===== config.mk =====
export PLATFORM = sky130hd
export DESIGN_NAME = sfesp_core
export DESIGN_NICKNAME = d
export VERILOG_FILES = /design/src/rtl/sfesp_pkg.sv /design/src/rtl/sfesp_core.sv /design/src/rtl/sfesp_link_sync.sv
export SDC_FILE = /design/constraint.sdc
export NUM_CORES = 1
export LEC_CHECK = 0
export BUFFER_PORTS_ARGS = -buffer_cell sky130_fd_sc_hd__buf_4
export CAP_MARGIN = 5
export CORE_UTILIZATION = 50
export DETAILED_ROUTE_END_ITERATION = 10
export GPL_ROUTABILITY_DRIVEN = 0
export MAX_ROUTING_LAYER = met4
export PLACE_DENSITY = 0.73
export SYNTH_ARGS = -nofsm -noshare
export SYNTH_HDL_FRONTEND = slang
export SYNTH_SLANG_ARGS = --single-unit

===== constraint.sdc =====
create_clock -name REF_CLK_I -period 2.55 [get_ports REF_CLK_I]
set_input_delay 0.1275 -clock REF_CLK_I [delete_from_list [all_inputs] [get_ports REF_CLK_I]]
set_output_delay 0.1275 -clock REF_CLK_I [all_outputs]
set_load 0.05 [all_outputs]

===== src/rtl/sfesp_pkg.sv =====
// Constants, opcodes and timing for the erase/suspend/power-down sequencer
package sfesp_pkg;

  // Opcodes
  localparam logic [7:0] OP_SECT_ERASE   = 8'h20;
  localparam logic [7:0] OP_SECT_ERASE4  = 8'h21;
  localparam logic [7:0] OP_BLK32_ERASE  = 8'h52;
  localparam logic [7:0] OP_BLK64_ERASE  = 8'hD8;
  localparam logic [7:0] OP_BLK64_ERASE4 = 8'hDC;
  localparam logic [7:0] OP_CHIP_ERASE_A = 8'hC7;
  localparam logic [7:0] OP_CHIP_ERASE_B = 8'h60;
  localparam logic [7:0] OP_SUSPEND      = 8'h75;
  localparam logic [7:0] OP_RESUME       = 8'h7A;
  localparam logic [7:0] OP_POWER_DOWN   = 8'hB9;
  localparam logic [7:0] OP_RELEASE      = 8'hAB;
  localparam logic [7:0] OP_READ_STATUS  = 8'h05;

  // Operation kinds
  localparam logic [2:0] KIND_SECTOR = 3'h0;
  localparam logic [2:0] KIND_BLK32  = 3'h1;
  localparam logic [2:0] KIND_BLK64  = 3'h2;
  localparam logic [2:0] KIND_CHIP   = 3'h3;
  localparam logic [2:0] KIND_PROG   = 3'h4;
  localparam logic [2:0] KIND_NONE   = 3'h7;

  // Address bases for each erase size
  localparam logic [31:0] MASK_SECTOR = 32'hFFFF_F000;
  localparam logic [31:0] MASK_BLK32  = 32'hFFFF_8000;
  localparam logic [31:0] MASK_BLK64  = 32'hFFFF_0000;
  localparam logic [31:0] MASK_CHIP   = 32'h0000_0000;

  // Frame counts
  localparam logic [2:0] BITS_LAST   = 3'h7;
  localparam logic [2:0] BYTES_OP    = 3'h1;
  localparam logic [2:0] BYTES_ADDR3 = 3'h3;
  localparam logic [2:0] BYTES_ADDR4 = 3'h4;
  localparam logic [2:0] BYTES_DUMMY = 3'h3;
  localparam logic [2:0] BYTES_SAT   = 3'h7;

  // Status byte layout
  localparam int STAT_BUSY_BIT = 0;
  localparam int STAT_WEL_BIT  = 1;
  localparam int STAT_SUS_BIT  = 7;

  // Device ID answered by ABh; value is arbitrary
  localparam logic [7:0] DEVICE_ID = 8'h5A;

  // Timing
  localparam int CLK_PERIOD_NS = 100;
  localparam int T_SUS_NS      = 20000;
  localparam int T_DP_NS       = 3000;
  localparam int T_REST_NS     = 3000;
  localparam int T_RESUME_NS   = 200;
  localparam logic [15:0] SUS_CYC    = 16'(T_SUS_NS / CLK_PERIOD_NS);
  localparam logic [15:0] DP_CYC     = 16'(T_DP_NS / CLK_PERIOD_NS);
  localparam logic [15:0] REST_CYC   = 16'((T_REST_NS + CLK_PERIOD_NS - 1) / CLK_PERIOD_NS);
  localparam logic [15:0] RESUME_CYC = 16'(T_RESUME_NS / CLK_PERIOD_NS);

  // Address bytes an erase opcode carries; zero for chip erase
  function automatic logic [2:0] addr_bytes(input logic [7:0] op, input logic addr4);
    case (op)
      OP_SECT_ERASE4, OP_BLK64_ERASE4:                 addr_bytes = BYTES_ADDR4;
      OP_SECT_ERASE, OP_BLK32_ERASE, OP_BLK64_ERASE:   addr_bytes = addr4 ? BYTES_ADDR4 : BYTES_ADDR3;
      default:                                         addr_bytes = 3'h0;
    endcase
  endfunction : addr_bytes

  // Erase kind of an opcode, KIND_NONE for anything else
  function automatic logic [2:0] erase_kind(input logic [7:0] op);
    case (op)
      OP_SECT_ERASE, OP_SECT_ERASE4:     erase_kind = KIND_SECTOR;
      OP_BLK32_ERASE:                    erase_kind = KIND_BLK32;
      OP_BLK64_ERASE, OP_BLK64_ERASE4:   erase_kind = KIND_BLK64;
      OP_CHIP_ERASE_A, OP_CHIP_ERASE_B:  erase_kind = KIND_CHIP;
      default:                           erase_kind = KIND_NONE;
    endcase
  endfunction : erase_kind

endpackage : sfesp_pkg


===== src/rtl/sfesp_core.sv =====
// Erase, suspend/resume and power-down command sequencer of the serial flash
`timescale 1ns/1ns
`default_nettype none
module sfesp_core
  import sfesp_pkg::*;
#(
  parameter int unsigned SECTOR_ERASE_CYC = 500000,
  parameter int unsigned BLK32_ERASE_CYC  = 1500000,
  parameter int unsigned BLK64_ERASE_CYC  = 2000000,
  parameter int unsigned CHIP_ERASE_CYC   = 100000000,
  parameter int unsigned PROG_CYC         = 5000
) (
  // Clock and reset
  input  wire logic        REF_CLK_I,
  input  wire logic        RSTN_I,
  // Serial link pins
  input  wire logic        SPI_CS_N_I,
  input  wire logic        SPI_SCK_I,
  input  wire logic        SPI_DI_I,
  output logic             SPI_DO_O,
  output logic             SPI_DO_OE_N_O,
  // Configuration and protection lookup
  input  wire logic        ADDR4_MODE_I,
  input  wire logic        TARGET_PROTECTED_I,
  input  wire logic        ANY_PROTECTED_I,
  output logic [31:0]      CMD_ADDR_O,
  output logic [2:0]       CMD_KIND_O,
  // Write enable and program requests from sibling logic
  input  wire logic        WEL_SET_I,
  input  wire logic        PROG_START_I,
  // Status
  output logic             BUSY_O,
  output logic             HALT_PENDING_O,
  output logic             WRITE_ENABLE_LATCH_O,
  output logic             POWER_DOWN_O,
  // Suspend lockouts for sibling decoders
  output logic             WRSR_INHIBIT_O,
  output logic             ERASE_INHIBIT_O,
  output logic             PROG_INHIBIT_O,
  // Array update
  output logic             COMMIT_O,
  output logic [2:0]       COMMIT_KIND_O,
  output logic [31:0]      COMMIT_ADDR_O
);

  typedef enum logic [2:0] {
    ST_IDLE, ST_RUN, ST_SUSPENDING, ST_SUSPENDED, ST_RESUMING, ST_PD_ENTER, ST_PD, ST_PD_EXIT
  } sfesp_state_t;

  logic         cs_n_s;
  logic         cs_fall;
  logic         cs_rise;
  logic         sck_rise;
  logic         sck_fall;
  logic         di_s;

  logic [2:0]   bit_cnt_reg;
  logic [2:0]   byte_cnt_reg;
  logic [6:0]   rx_reg;
  logic [7:0]   opcode_reg;
  logic [31:0]  addr_reg;
  logic [7:0]   out_sr_reg;
  logic         out_active_reg;
  logic         do_reg;

  sfesp_state_t state_reg;
  logic [2:0]   kind_reg;
  logic [31:0]  target_reg;
  logic [31:0]  op_cnt_reg;
  logic [15:0]  wait_cnt_reg;
  logic         halt_reg;
  logic         wel_reg;
  logic         commit_reg;

  logic         byte_done;
  logic [7:0]   new_byte;
  logic         in_pd;
  logic         aligned;
  logic         one_byte;
  logic [2:0]   cmd_kind;
  logic         prot_hit;
  logic         erase_ok;
  logic         susp_ok;
  logic         resume_ok;
  logic         pd_ok;
  logic         release_ok;
  logic         prog_ok;
  logic [7:0]   status_byte;
  logic         load_status;
  logic         load_id;

  sfesp_link_sync u_sync (
    .clk_i      (REF_CLK_I),
    .rstn_i     (RSTN_I),
    .cs_n_i     (SPI_CS_N_I),
    .sck_i      (SPI_SCK_I),
    .di_i       (SPI_DI_I),
    .cs_n_o     (cs_n_s),
    .cs_fall_o  (cs_fall),
    .cs_rise_o  (cs_rise),
    .sck_rise_o (sck_rise),
    .sck_fall_o (sck_fall),
    .di_o       (di_s)
  );

  assign byte_done = sck_rise & ~cs_n_s & (bit_cnt_reg == BITS_LAST);
  assign new_byte  = {rx_reg, di_s};
  assign in_pd     = (state_reg == ST_PD_ENTER) | (state_reg == ST_PD) | (state_reg == ST_PD_EXIT);

  // Frame capture: opcode, then address bytes shifted in MSB first
  always_ff @(posedge REF_CLK_I or negedge RSTN_I) begin
    if (!RSTN_I) begin
      bit_cnt_reg  <= 3'h0;
      byte_cnt_reg <= 3'h0;
      rx_reg       <= 7'h00;
      opcode_reg   <= 8'h00;
      addr_reg     <= 32'h0000_0000;
    end else if (cs_fall) begin
      bit_cnt_reg  <= 3'h0;
      byte_cnt_reg <= 3'h0;
      opcode_reg   <= 8'h00;
      addr_reg     <= 32'h0000_0000;
    end else if (sck_rise && !cs_n_s) begin
      bit_cnt_reg <= bit_cnt_reg + 3'h1;
      rx_reg      <= new_byte[6:0];
      if (byte_done) begin
        if (byte_cnt_reg != BYTES_SAT) begin
          byte_cnt_reg <= byte_cnt_reg + 3'h1;
        end
        if (byte_cnt_reg == 3'h0) begin
          opcode_reg <= new_byte;
        end else if (byte_cnt_reg <= BYTES_ADDR4) begin
          addr_reg <= {addr_reg[23:0], new_byte};
        end
      end
    end
  end

  // Command qualification at chip select rise
  assign aligned  = (bit_cnt_reg == 3'h0);
  assign one_byte = aligned & (byte_cnt_reg == BYTES_OP);
  assign cmd_kind = erase_kind(opcode_reg);
  assign prot_hit = (cmd_kind == KIND_CHIP) ? ANY_PROTECTED_I : TARGET_PROTECTED_I;

  // Only an idle device starts an erase, so suspended states refuse every erase opcode
  assign erase_ok = cs_rise & (state_reg == ST_IDLE) & (cmd_kind != KIND_NONE)
                  & wel_reg
                  & aligned
                  & (byte_cnt_reg == BYTES_OP + addr_bytes(opcode_reg, ADDR4_MODE_I))
                  & ~prot_hit;
  assign susp_ok    = cs_rise & one_byte & (opcode_reg == OP_SUSPEND)
                    & (state_reg == ST_RUN) & ~halt_reg & (kind_reg != KIND_CHIP);
  assign resume_ok  = cs_rise & one_byte & (opcode_reg == OP_RESUME)
                    & (state_reg == ST_SUSPENDED) & halt_reg;
  assign pd_ok      = cs_rise & one_byte & (opcode_reg == OP_POWER_DOWN) & (state_reg == ST_IDLE);
  assign release_ok = cs_rise & one_byte & (opcode_reg == OP_RELEASE) & (state_reg == ST_PD);
  assign prog_ok    = PROG_START_I & (state_reg == ST_IDLE) & wel_reg & ~erase_ok & ~pd_ok;

  // Sequencer; the erase timer holds its count across a suspend
  always_ff @(posedge REF_CLK_I or negedge RSTN_I) begin
    if (!RSTN_I) begin
      state_reg    <= ST_IDLE;
      kind_reg     <= KIND_NONE;
      target_reg   <= 32'h0000_0000;
      op_cnt_reg   <= 32'h0000_0000;
      wait_cnt_reg <= 16'h0000;
      commit_reg   <= 1'b0;
    end else begin
      commit_reg <= 1'b0;
      case (state_reg)
        ST_IDLE: begin
          if (erase_ok) begin
            state_reg <= ST_RUN;
            kind_reg  <= cmd_kind;
            case (cmd_kind)
              KIND_SECTOR: begin
                target_reg <= addr_reg & MASK_SECTOR;
                op_cnt_reg <= SECTOR_ERASE_CYC;
              end
              KIND_BLK32: begin
                target_reg <= addr_reg & MASK_BLK32;
                op_cnt_reg <= BLK32_ERASE_CYC;
              end
              KIND_BLK64: begin
                target_reg <= addr_reg & MASK_BLK64;
                op_cnt_reg <= BLK64_ERASE_CYC;
              end
              default: begin
                target_reg <= MASK_CHIP;
                op_cnt_reg <= CHIP_ERASE_CYC;
              end
            endcase
          end else if (prog_ok) begin
            state_reg  <= ST_RUN;
            kind_reg   <= KIND_PROG;
            target_reg <= 32'h0000_0000;
            op_cnt_reg <= PROG_CYC;
          end else if (pd_ok) begin
            state_reg    <= ST_PD_ENTER;
            wait_cnt_reg <= DP_CYC;
          end
        end
        ST_RUN: begin
          if (susp_ok) begin
            state_reg    <= ST_SUSPENDING;
            wait_cnt_reg <= SUS_CYC;
          end else if (op_cnt_reg <= 32'h0000_0001) begin
            state_reg  <= ST_IDLE;
            commit_reg <= 1'b1;
          end else begin
            op_cnt_reg <= op_cnt_reg - 32'h0000_0001;
          end
        end
        ST_SUSPENDING: begin
          wait_cnt_reg <= wait_cnt_reg - 16'h0001;
          if (wait_cnt_reg <= 16'h0001) begin
            state_reg <= ST_SUSPENDED;
          end
        end
        ST_SUSPENDED: begin
          if (resume_ok) begin
            state_reg    <= ST_RESUMING;
            wait_cnt_reg <= RESUME_CYC;
          end
        end
        ST_RESUMING: begin
          wait_cnt_reg <= wait_cnt_reg - 16'h0001;
          if (wait_cnt_reg <= 16'h0001) begin
            state_reg <= ST_RUN;
          end
        end
        ST_PD_ENTER: begin
          wait_cnt_reg <= wait_cnt_reg - 16'h0001;
          if (wait_cnt_reg <= 16'h0001) begin
            state_reg <= ST_PD;
          end
        end
        ST_PD: begin
          if (release_ok) begin
            state_reg    <= ST_PD_EXIT;
            wait_cnt_reg <= REST_CYC;
          end
        end
        ST_PD_EXIT: begin
          wait_cnt_reg <= wait_cnt_reg - 16'h0001;
          if (wait_cnt_reg <= 16'h0001) begin
            state_reg <= ST_IDLE;
          end
        end
        default: begin
          state_reg <= ST_IDLE;
        end
      endcase
    end
  end

  // Halt flag: set and cleared on the very edge the command is taken
  always_ff @(posedge REF_CLK_I or negedge RSTN_I) begin
    if (!RSTN_I) begin
      halt_reg <= 1'b0;
    end else if (susp_ok) begin
      halt_reg <= 1'b1;
    end else if (resume_ok) begin
      halt_reg <= 1'b0;
    end
  end

  // Write enable latch; a set arriving with the completion clear wins
  always_ff @(posedge REF_CLK_I or negedge RSTN_I) begin
    if (!RSTN_I) begin
      wel_reg <= 1'b0;
    end else if (WEL_SET_I) begin
      wel_reg <= 1'b1;
    end else if (commit_reg) begin
      wel_reg <= 1'b0;
    end
  end

  // Read-back: status and ID bytes are reloaded each byte so they stay current
  assign status_byte = {halt_reg, 5'h00, wel_reg, BUSY_O} & 8'hFF;
  assign load_status = byte_done & ~in_pd
                     & (((byte_cnt_reg == 3'h0) & (new_byte == OP_READ_STATUS))
                     | ((byte_cnt_reg != 3'h0) & (opcode_reg == OP_READ_STATUS)));
  assign load_id     = byte_done & ~in_pd & (opcode_reg == OP_RELEASE)
                     & (byte_cnt_reg >= BYTES_DUMMY);

  always_ff @(posedge REF_CLK_I or negedge RSTN_I) begin
    if (!RSTN_I) begin
      out_sr_reg     <= 8'h00;
      out_active_reg <= 1'b0;
      do_reg         <= 1'b0;
    end else if (cs_n_s) begin
      out_active_reg <= 1'b0;
    end else if (load_status) begin
      out_sr_reg     <= status_byte;
      out_active_reg <= 1'b1;
    end else if (load_id) begin
      out_sr_reg     <= DEVICE_ID;
      out_active_reg <= 1'b1;
    end else if (sck_fall && out_active_reg) begin
      do_reg     <= out_sr_reg[7];
      out_sr_reg <= {out_sr_reg[6:0], 1'b0};
    end
  end

  assign SPI_DO_O       = do_reg;
  assign SPI_DO_OE_N_O  = ~(out_active_reg & ~cs_n_s);

  assign CMD_ADDR_O     = addr_reg;
  assign CMD_KIND_O     = cmd_kind;

  // Busy and power-down flags decode straight from the state register; halt and write enable come from their own registers
  assign BUSY_O               = (state_reg == ST_RUN) | (state_reg == ST_SUSPENDING);
  assign HALT_PENDING_O       = halt_reg;
  assign WRITE_ENABLE_LATCH_O = wel_reg;
  assign POWER_DOWN_O         = in_pd;

  assign ERASE_INHIBIT_O = halt_reg & (kind_reg != KIND_PROG);
  assign PROG_INHIBIT_O  = halt_reg & (kind_reg == KIND_PROG);
  assign WRSR_INHIBIT_O  = halt_reg;

  assign COMMIT_O      = commit_reg;
  assign COMMIT_KIND_O = kind_reg;
  assign COMMIT_ADDR_O = target_reg;

endmodule : sfesp_core
`default_nettype wire


===== src/rtl/sfesp_link_sync.sv =====
// Link pin synchronisers and edge detection
`timescale 1ns/1ns
`default_nettype none
module sfesp_link_sync (
  // Clock and reset
  input  wire logic clk_i,
  input  wire logic rstn_i,
  // Raw pins
  input  wire logic cs_n_i,
  input  wire logic sck_i,
  input  wire logic di_i,
  // Synchronised view
  output logic      cs_n_o,
  output logic      cs_fall_o,
  output logic      cs_rise_o,
  output logic      sck_rise_o,
  output logic      sck_fall_o,
  output logic      di_o
);
  logic [2:0] cs_meta_reg;
  logic [2:0] sck_meta_reg;
  logic [1:0] di_meta_reg;

  // Stage 0 only feeds stage 1; edges compare stages 1 and 2
  always_ff @(posedge clk_i or negedge rstn_i) begin
    if (!rstn_i) begin
      cs_meta_reg  <= 3'h7;
      sck_meta_reg <= 3'h0;
      di_meta_reg  <= 2'h0;
    end else begin
      cs_meta_reg  <= {cs_meta_reg[1:0], cs_n_i};
      sck_meta_reg <= {sck_meta_reg[1:0], sck_i};
      di_meta_reg  <= {di_meta_reg[0], di_i};
    end
  end

  assign cs_n_o     = cs_meta_reg[1];
  assign cs_fall_o  = cs_meta_reg[2] & ~cs_meta_reg[1];
  assign cs_rise_o  = ~cs_meta_reg[2] & cs_meta_reg[1];
  assign sck_rise_o = ~sck_meta_reg[2] & sck_meta_reg[1];
  assign sck_fall_o = sck_meta_reg[2] & ~sck_meta_reg[1];
  assign di_o       = di_meta_reg[1];
endmodule : sfesp_link_sync
`default_nettype wire


==> results of run 1 <==
-- synth_stat cells, drive strengths merged (6+ instances only) --
master  count  area [µm²]
o21ai      65         325
a31oi      10        77.6
a22o       26         228
xnor2       6        52.6
nand4       8        50.1
xor2       10        87.6
nor3       24         131
mux2       10         113
nor2       79         299
nor2b       6        37.5
ha         12         150
buf        25         184
nor4       21         153
dfstp       6         158
a21oi      71         367
inv        15        56.3
and3        7        48.8
nand2b     10        62.6
dfrtp     142        3550
nand2     118         443
clkbuf     25        93.8
nand3      20         100
-- power by group through the flow --
stage	combinational (mW)	sequential (mW)	clock, mW
6_report	2.70	2.76	2.60
5_1_grt	2.94	2.79	2.74
4_1_cts	2.41	2.74	2.64
3_5_place_dp	2.26	2.78	0
3_3_place_gp	2.23	2.78	0
2_1_floorplan	1.56	2.71	0
-- stage by stage --
step / setup TNS [ns] / hold slack (ns)
6_report: -0.599 / 0.201
5_1_grt: -4.46 / 0.189
4_1_cts: -0.422 / 0.144
3_5_place_dp: -0.791 / 0.195
3_3_place_gp: -0.0665 / 0.197
2_1_floorplan: 0 / -0.168
-- layout make-up --
| type | count | area [µm²] |
|---|---|---|
| clock inverter | 15 | 186 |
| timing repair buffer | 170 | 1520 |
| clock buffer | 17 | 425 |
| fill | 1129 | 4770 |
| inverter | 15 | 56.3 |
| multi-input combinational | 592 | 3590 |
| sequential | 148 | 3710 |
| tap | 184 | 230 |
-- worst min path at each step --
| stage | start | endpoint | slack (ns) | cells after the start |
|---|---|---|---|---|
| after global routing | PROG_START_I | op_cnt_reg[12] | 0.19 | 4 |
| final | PROG_START_I | op_cnt_reg[12] | 0.20 | 4 |
| after CTS | PROG_START_I | COMMIT_KIND_O[2] | 0.14 | 5 |
| after floorplan | RSTN_I | CMD_ADDR_O[0] | -0.17 | 0 |
| after detailed placement | RSTN_I | wait_cnt_reg[10] | 0.20 | 1 |
| after global placement | RSTN_I | wait_cnt_reg[12] | 0.20 | 1 |
-- cells by family after synthesis --
kind of cell | share of synthesized area (%)
multiplexers | 1.79
XOR/XNOR | 1.89
adder cells (fa/ha/maj) | 2.03
AO/OA/AOI/OAI | 17.8
buffers and inverters | 4.52
other | 0.0507
flip-flops | 50.2
AND/OR/NAND/NOR | 21.7
-- cells in the final DEF, fill, tap and decap left out, types with 7 or more instances in the layout --
| cell type | count |
|---|---|
| nor3_1 | 21 |
| o21ai_0 | 36 |
| mux2_2 | 7 |
| clkbuf_16 | 21 |
| nand2_1 | 114 |
| o21ai_1 | 18 |
| nand2b_1 | 10 |
| a31oi_1 | 9 |
| dfrtp_1 | 141 |
| conb_1 | 12 |
| ha_1 | 12 |
| nand3_1 | 18 |
| a22o_1 | 26 |
| a21oi_1 | 67 |
| nor2_1 | 77 |
| xor2_1 | 10 |
| o21ai_2 | 11 |
| buf_6 | 11 |
| buf_4 | 142 |
| nor4_1 | 19 |
| nand4_1 | 8 |
| inv_1 | 15 |
-- routing by layer --
| metal | track usage (%) | up-vias | wire, µm |
|---|---|---|---|
| met2 | 41.5 | 201 | 9780 |
| met3 | 5.54 | 25 | 1020 |
| met1 | 36.8 | 3265 | 8500 |
| met4 | 8.73 | 0 | 420 |
| li1 | - | 3116 | - |
| met5 | - | - | 0 |
-- what timing repair did --
action / in CTS / in global routing
resized for setup: 20 / 42
hold endpoints to repair: 70 / 0
pin swaps: 12 / 44
endpoints found under the setup margin: 30 / 58
hold buffers: 5 / 0
gates cloned: 2 / 5
setup buffers: 7 / 2
-- critical path, cell delays in order (launching register included) --
cell	delay [ns]
dfrtp_1	0.37
or4_4	0.54
or3_4	0.35
a211o_1	0.31
a31oi_4	0.20
buf_6	0.15
a21oi_4	0.06
buf_6	0.16
buf_6	0.13
mux2_4	0.25
==> results.cfg, run 1 <==
[detailed_routing]
dr.pass1.iters = 5
drt_iter0_markers = 487
wl_per_cell_um = 17.3
wl_um = 19700
num_vias = 6607
via_per_inst = 5.79
drc = 0
final_antenna_net_count = 0

[worst_hold_path]
hold_class = input pin to register

[power_and_ir_drop]
pwr-share-clk_pct = 32.3
leakage_nw = 4.43
internal_power_mw = 5.16
power_mw = 8.06
power_frac_comb_pct = 33.5
seq_power_share_pct = 34.2
pwr_density_cell_mw_per_mm2 = 830
vdd_ir_drop_max_uv = 672
swShare_pct = 35.9
switchingPower_mw = 2.90

[placed_design]
dpl.cell_count = 1088
dp_slack_ns = -0.0602
io_buffer_count = 77
dpl.hpwl_um = 12600
placed_area_mm2 = 0.00859

[global_route]
grt_pass1_wl_um = 31200
grt_max_degree = 72
overflow = 0
grt_pass1_vias = 6193
antenna_found_initial = 0
grt_usage_pct = 27.3

[critical_path]
startpoint = opcode_reg[3]
r2r_end = op_cnt_reg[0]
r2r_cells = 9
regToRegStartpoint = opcode_reg[3]
start_kind = register
crit_required_ns = 2.86
path_max_fanout = 8
worst-setup-path-type = register to register
rrSetupSlack_ns = -0.11
endpoint = op_cnt_reg[0]
worstPathArrival_ns = 2.96
endpoint_kind = register

[finish]
drive_gt1_share_pct = 27.9
nets = 966
antennaDiodeCount = 0
fin_util_pct = 67.1
postLayoutCellArea_mm2 = 0.00971
final_cells = 1141
syn_to_final_growth_pct = 31.3

[floorplanning]
die_area_mm2 = 0.0153
die_h_um = 124
num_io_pins = 90
initial_core_util_pct = 51.1
num_rows = 44
fp.coreArea_mm2 = 0.0145
die_w_um = 124

[timing]
skew_ns = 0.0118
setup_viol = 20
fmax_mhz = 377
slew_headroom_pct = 53.6
tightest_slew_ns = 0.689
postLayoutSetupSlackWorst_ns = -0.106
rsz0062_at_grt = yes
report.final.hold_viol_count = 0
drv_slew = 0
fin_crit_ns = 2.66
period_share_pct = 104

[logic_synthesis]
synth_area_mm2 = 0.00740
synth.avg_cell_area_um2 = 9.32
ys_warn_count = 0
synth_flop_cell = dfrtp_1
synth_seq_cells = 148
synth-seq-area-share_pct = 50.2
async_reset_ff_share_pct = 100
yosysUniqueCellTypes = 70
synth_edf_count = 0
postSynthCellCount = 794

[clock_network]
clk_pin_slew_ns = 0.06
root_buffer = clkbuf_16
clock_sinks = 148
clock_path_buffers = 2
h-tree-depth = 4
tritoncts = done
cts_buffers = 17
clk_latency_ns = 0.42

[run_status]
outcome = finished, violations left
violations = setup timing

[job]
maxCapViolCount = 0
No activity file was read; power rests on OpenSTA's default activity.
==> run 2: changes to the inputs <==
--- a/config.mk
+++ b/config.mk
@@ -14,2 +14,3 @@
 export PLACE_DENSITY = 0.73
+export SLEW_MARGIN = 15
 export SYNTH_ARGS = -nofsm -noshare
==> constraint.sdc (replaced) <==
create_clock -name REF_CLK_I -period 2.55 [get_ports REF_CLK_I]
set_input_delay 0.765 -clock REF_CLK_I [delete_from_list [all_inputs] [get_ports REF_CLK_I]]
set_output_delay 0.765 -clock REF_CLK_I [all_outputs]
set_load 0.05 [all_outputs]
==> run 2 against run 1 <==
The run still ends with setup timing left. Die area unchanged. Largest power group unchanged. Clock skew decreased by 0.0044 ns. Flip-flop and latch count unchanged. Setup slack got worse by 0.087 ns. Via count decreased by 1.6%. First-iteration DRC count decreased by 7.4%. Sequential power about the same. Wire length decreased by 3.0%. Final cell count about the same.
==> results.cfg, run 2 (synthesized netlist as in run 1, its figures left out) <==
[finish]
final_common_cell = buf_4
antennaDiodeCount = 0
multi_input_area_mm2 = 0.00354
postLayoutCellArea_mm2 = 0.00958
fin_util_pct = 66.2
syn_to_final_growth_pct = 29.5
nets = 967
ff_latch_area_mm2 = 0.00371
final_cell_mix = buf_4, dfrtp_1, nand2_1, nor2_1, a21oi_1
drive_gt1_share_pct = 27.2
n_fill_cell = 1142

[critical_path]
max_stage_delay_ns = 0.54
r2r_end = op_cnt_reg[6]
regToRegStartpoint = opcode_reg[3]
worstPathArrival_ns = 1.98
crit_required_ns = 1.79
worst-setup-path-type = register to primary output
start_kind = register
slowest_stage = or4_4
r2r_cells = 10
endpoint_kind = primary output
path_max_fanout = 5
cp_cell_sequence = or2_4 -> or4_4 -> nand3_4 -> nor3_4 -> buf_6
rrSetupSlack_ns = -0.13

[power_and_ir_drop]
pwr_density_cell_mw_per_mm2 = 840
switchingPower_mw = 2.84
seq_power_share_pct = 34.1
swShare_pct = 35.4
vdd_ir_drop_max_uv = 526
power_frac_comb_pct = 32.9
leakage_nw = 4.40
pwr-share-clk_pct = 33.0
internal_power_mw = 5.20
power_mw = 8.04

[placed_design]
dpl.hpwl_um = 12800
dp_slack_ns = -0.119
placed_area_mm2 = 0.00864
io_buffer_count = 77

[timing]
slew_headroom_pct = 53.9
fmax_mhz = 365
drv_slew = 0
fin_tns_setup_ns = -2.25
fin_crit_ns = 2.74
setup_viol = 38
skew_ns = 0.00741
rsz0062_at_grt = yes
postLayoutSetupSlackWorst_ns = -0.192
period_share_pct = 108
report.final.hold_viol_count = 0
tightest_slew_ns = 0.687

[global_route]
grt_pass1_wl_um = 30500
overflow = 0
grt_usage_pct = 26.6
grt_pass1_vias = 6090
antenna_found_initial = 0
grt_max_degree = 49

[detailed_routing]
num_vias = 6499
drc = 0
wl_per_cell_um = 16.8
via_per_inst = 5.69
drt_iter0_markers = 451
final_antenna_net_count = 0
dr.pass1.iters = 5
wl_um = 19100

[run_status]
outcome = finished, violations left
violations = setup timing

[floorplanning]
die_h_um = 124
initial_core_util_pct = 51.1
die_w_um = 124
num_io_pins = 90
fp.coreArea_mm2 = 0.0145
die_area_mm2 = 0.0153
num_rows = 44

[clock_network]
clk_pin_slew_ns = 0.06
tritoncts = done
clock_sinks = 148
clock_path_buffers = 2
root_buffer = clkbuf_16
h-tree-depth = 4
cts_buffers = 17
clk_latency_ns = 0.43

[job]
maxCapViolCount = 0

[worst_hold_path]
hold_class = input pin to asynchronous set/reset pin
-- run 2: cell types whose count changed in the layout (fill, tap and decap cells not counted), moves of 3 or more --
cell           before  now
clkbuf_16          21   18
a21oi_1            67   70
o21ai_2            11    7
buf_4             142  150
dlygate4sd3_1       5    0
-- run 2: worst max path at each step --
stage                        start        endpoint  slack, ns
finish               opcode_reg[3]   CMD_KIND_O[2]      -0.19
global route         opcode_reg[3]   CMD_KIND_O[2]      -0.24
CTS                  opcode_reg[3]   CMD_KIND_O[2]      -0.22
detailed placement  op_cnt_reg[22]  op_cnt_reg[14]      -0.12
global placement     opcode_reg[3]   op_cnt_reg[0]      -0.04
floorplan            opcode_reg[1]   op_cnt_reg[0]       0.04
-- run 2: cell type report --
class | count | share of cell area [%]
multi-input combinational | 592 | 37.0
tap | 184 | 2.40
clock inverter | 14 | 2.00
inverter | 15 | 0.588
sequential | 148 | 38.7
timing repair buffer | 171 | 14.8
clock buffer | 18 | 4.48
-- run 2: what timing repair did --
item / in CTS / in global routing
setup endpoints to repair: 45 / 65
hold buffers: 0 / 0
gates cloned: 0 / 4
endpoints found under the hold margin: 0 / 0
buffers inserted: 6 / 5
resized for setup: 26 / 30
pin swaps: 6 / 12
-- run 2: power by group through the flow --
stage / sequential [mW] / combinational, mW / clock [mW]
2_1_floorplan: 2.71 / 1.56 / 0
3_3_place_gp: 2.77 / 2.20 / 0
3_5_place_dp: 2.77 / 2.25 / 0
4_1_cts: 2.74 / 2.39 / 2.68
5_1_grt: 2.78 / 2.91 / 2.78
6_report: 2.74 / 2.65 / 2.65
-- run 2: critical path: cells and delay by family (launching register included) --
kind          cells  cell delay [ns]
buf+inv           1             0.15
flops             1             0.42
simple gates      4             0.98
-- run 2: metrics by stage --
step | hold WS [ns] | std cells
after floorplan | 0.331 | 805
after global placement | 0.333 | 1095
after detailed placement | 0.336 | 1095
after CTS | 0.278 | 1133
after global routing | 0.294 | 1142
final | 0.264 | 1142
-- run 2: per-layer routing --
| metal | vias up | GRT usage [%] | routed length (µm) |
|---|---|---|---|
| met5 | - | - | 0 |
| met4 | 0 | 8.28 | 346 |
| met3 | 35 | 5.31 | 841 |
| met2 | 173 | 42.5 | 9580 |
| met1 | 3179 | 34.0 | 8360 |
| li1 | 3112 | - | - |
==> run 3: changes to the inputs <==
- RECOVER_POWER: not set -> 25
==> run 3 against run 2 <==
The flow still finishes with violations (setup timing). Wire length is 0.39% higher. Utilization fell by 0.17 points. Sequential share of layout area rose by 0.10 points. Hold slack improved by 0.086 ns. Critical path depth did not move. Clock power is essentially flat. Final cell count unchanged. Global-route usage stayed put. Clock skew increased by 0.0013 ns. Design area decreased by 0.26%. Critical endpoint unchanged. Largest power group unchanged. Highest routed layer unchanged.
==> results.cfg, run 3 (synthesized netlist as in run 1, its figures left out) <==
[finish]
antennaDiodeCount = 0
drive_gt1_share_pct = 27.1
nets = 967
final_common_cell = buf_4
final_cell_mix = buf_4, dfrtp_1, nand2_1, nor2_1, a21oi_1
n_fill_cell = 1146
syn_to_final_growth_pct = 29.1
final_cells = 1142

[detailed_routing]
via_per_inst = 5.66
wl_per_cell_um = 16.8
drt_iter0_markers = 466
drc = 0
dr.pass1.iters = 5
num_vias = 6467
wl_um = 19200
final_antenna_net_count = 0

[critical_path]
slowest_stage = or4_4
startpoint = opcode_reg[3]
worstPathArrival_ns = 1.98
endpoint_kind = primary output
cp_cell_sequence = or2_4 -> or4_4 -> nand3_4 -> nor3_4 -> buf_6
regToRegStartpoint = opcode_reg[3]
path_max_fanout = 5
worst-setup-path-type = register to primary output
crit_family = simple AND/OR/NAND/NOR gates
crit_required_ns = 1.79
max_stage_delay_ns = 0.54
start_kind = register
crit_buf_inv = 1

[clock_network]
clk_latency_ns = 0.43
ctsHoldBuffers = 0
clock_path_buffers = 2
clock_sinks = 148
tritoncts = done
cts_buffers = 17
h-tree-depth = 4
root_buffer = clkbuf_16
clk_pin_slew_ns = 0.06

[placed_design]
dp_slack_ns = -0.119
dpl.hpwl_um = 12800
io_buffer_count = 77
dpl.cell_count = 1095

[job]
maxCapViolCount = 0

[floorplanning]
initial_core_util_pct = 51.1
die_h_um = 124
die_area_mm2 = 0.0153
fp.coreArea_mm2 = 0.0145
num_io_pins = 90
num_rows = 44
die_w_um = 124

[worst_hold_path]
hold_class = register to register
hold_start = u_sync.sck_meta_reg[0]

[power_and_ir_drop]
vdd_ir_drop_max_uv = 528
pwr_density_cell_mw_per_mm2 = 843
leakage_nw = 4.39

[timing]
postLayoutSetupSlackWorst_ns = -0.195
report.final.hold_viol_count = 0
fmax_mhz = 364
slew_headroom_pct = 22.1
tightest_slew_ns = 1.17
setup_viol = 39
skew_ns = 0.00869
drv_slew = 0
fin_crit_ns = 2.74
period_share_pct = 108
rsz0062_at_grt = yes

[global_route]
antenna_found_initial = 0
grt_usage_pct = 26.6
grt_pass1_vias = 6090
grt_max_degree = 49
overflow = 0
grt_pass1_wl_um = 30500

[run_status]
violations = setup timing
outcome = finished, violations left
==> run 3: stage by stage <==
step	hold WS, ns	utilization, %	power [mW]	area [µm²]	setup TNS [ns]
after floorplan	0.331	-	4.27	7440	0
after global placement	0.333	59.7	4.97	8640	-0.489
after detailed placement	0.336	59.7	5.02	8640	-2.16
after CTS	0.278	65.0	7.81	9410	-1.36
after global routing	0.356	66.0	8.47	9550	-6.14
final	0.350	66.0	8.05	9550	-2.19
==> run 3: worst paths after layout <==
check | depth (start not counted) | slack [ns] | endpoint
setup / recovery | 5 | -0.19 | CMD_KIND_O[2]
hold / removal | 0 | 0.35 | u_sync.sck_meta_reg[1]
setup reg to reg | 10 | -0.13 | op_cnt_reg[6]
hold reg to reg | 0 | 0.35 | u_sync.sck_meta_reg[1]
max in group asynchronous | 2 | 0.44 | CMD_ADDR_O[15]
min in group asynchronous | 1 | 0.56 | wait_cnt_reg[12]
==> run 3: routing by layer <==
layer  global-route usage (%)  routed length (µm)  up-vias
met1                     34.0                8510     3162
met3                     5.31                 753       35
met4                     8.28                 341        0
li1                         -                   -     3115
met5                        -                   0        -
met2                     42.5                9610      155
==> run 3: layout make-up <==
type	count	area (µm²)	share of cell area (%)
clock buffers	18	429	4.49
repair buffers	171	1390	14.6
inverters	15	56.3	0.589
well taps	184	230	2.41
clock inverters	14	191	2.00
flip-flops and latches	148	3710	38.8
multi-input cells	592	3540	37.1
==> run 3: worst reg2reg max path, stage by stage, from the launching register on <==
cell       delay [ns]
dfrtp_1          0.42
or4_4            0.52
nor4_1           0.19
buf_4            0.18
o21bai_1         0.12
o2bb2ai_1        0.41
a21oi_4          0.19
buf_4            0.19
buf_4            0.13
o21ai_1          0.13
o21ai_1          0.08
==> run 3: what timing repair did <==
| item | CTS | global route |
|---|---|---|
| gates cloned | 0 | 4 |
| endpoints found under the hold margin | 0 | 0 |
| buffers inserted | 6 | 5 |
| gates resized for setup | 26 | 30 |
| setup endpoints to repair | 45 | 65 |
| pin swaps | 6 | 12 |
==> run 3: report_power, final <==
group	switching (mW)	total [mW]	internal [mW]	leakage, nW
combinational	1.56	2.64	1.08	2.12
sequential	0.207	2.74	2.54	1.97
clock	1.09	2.66	1.57	0.298
total	2.85	8.05	5.20	4.39
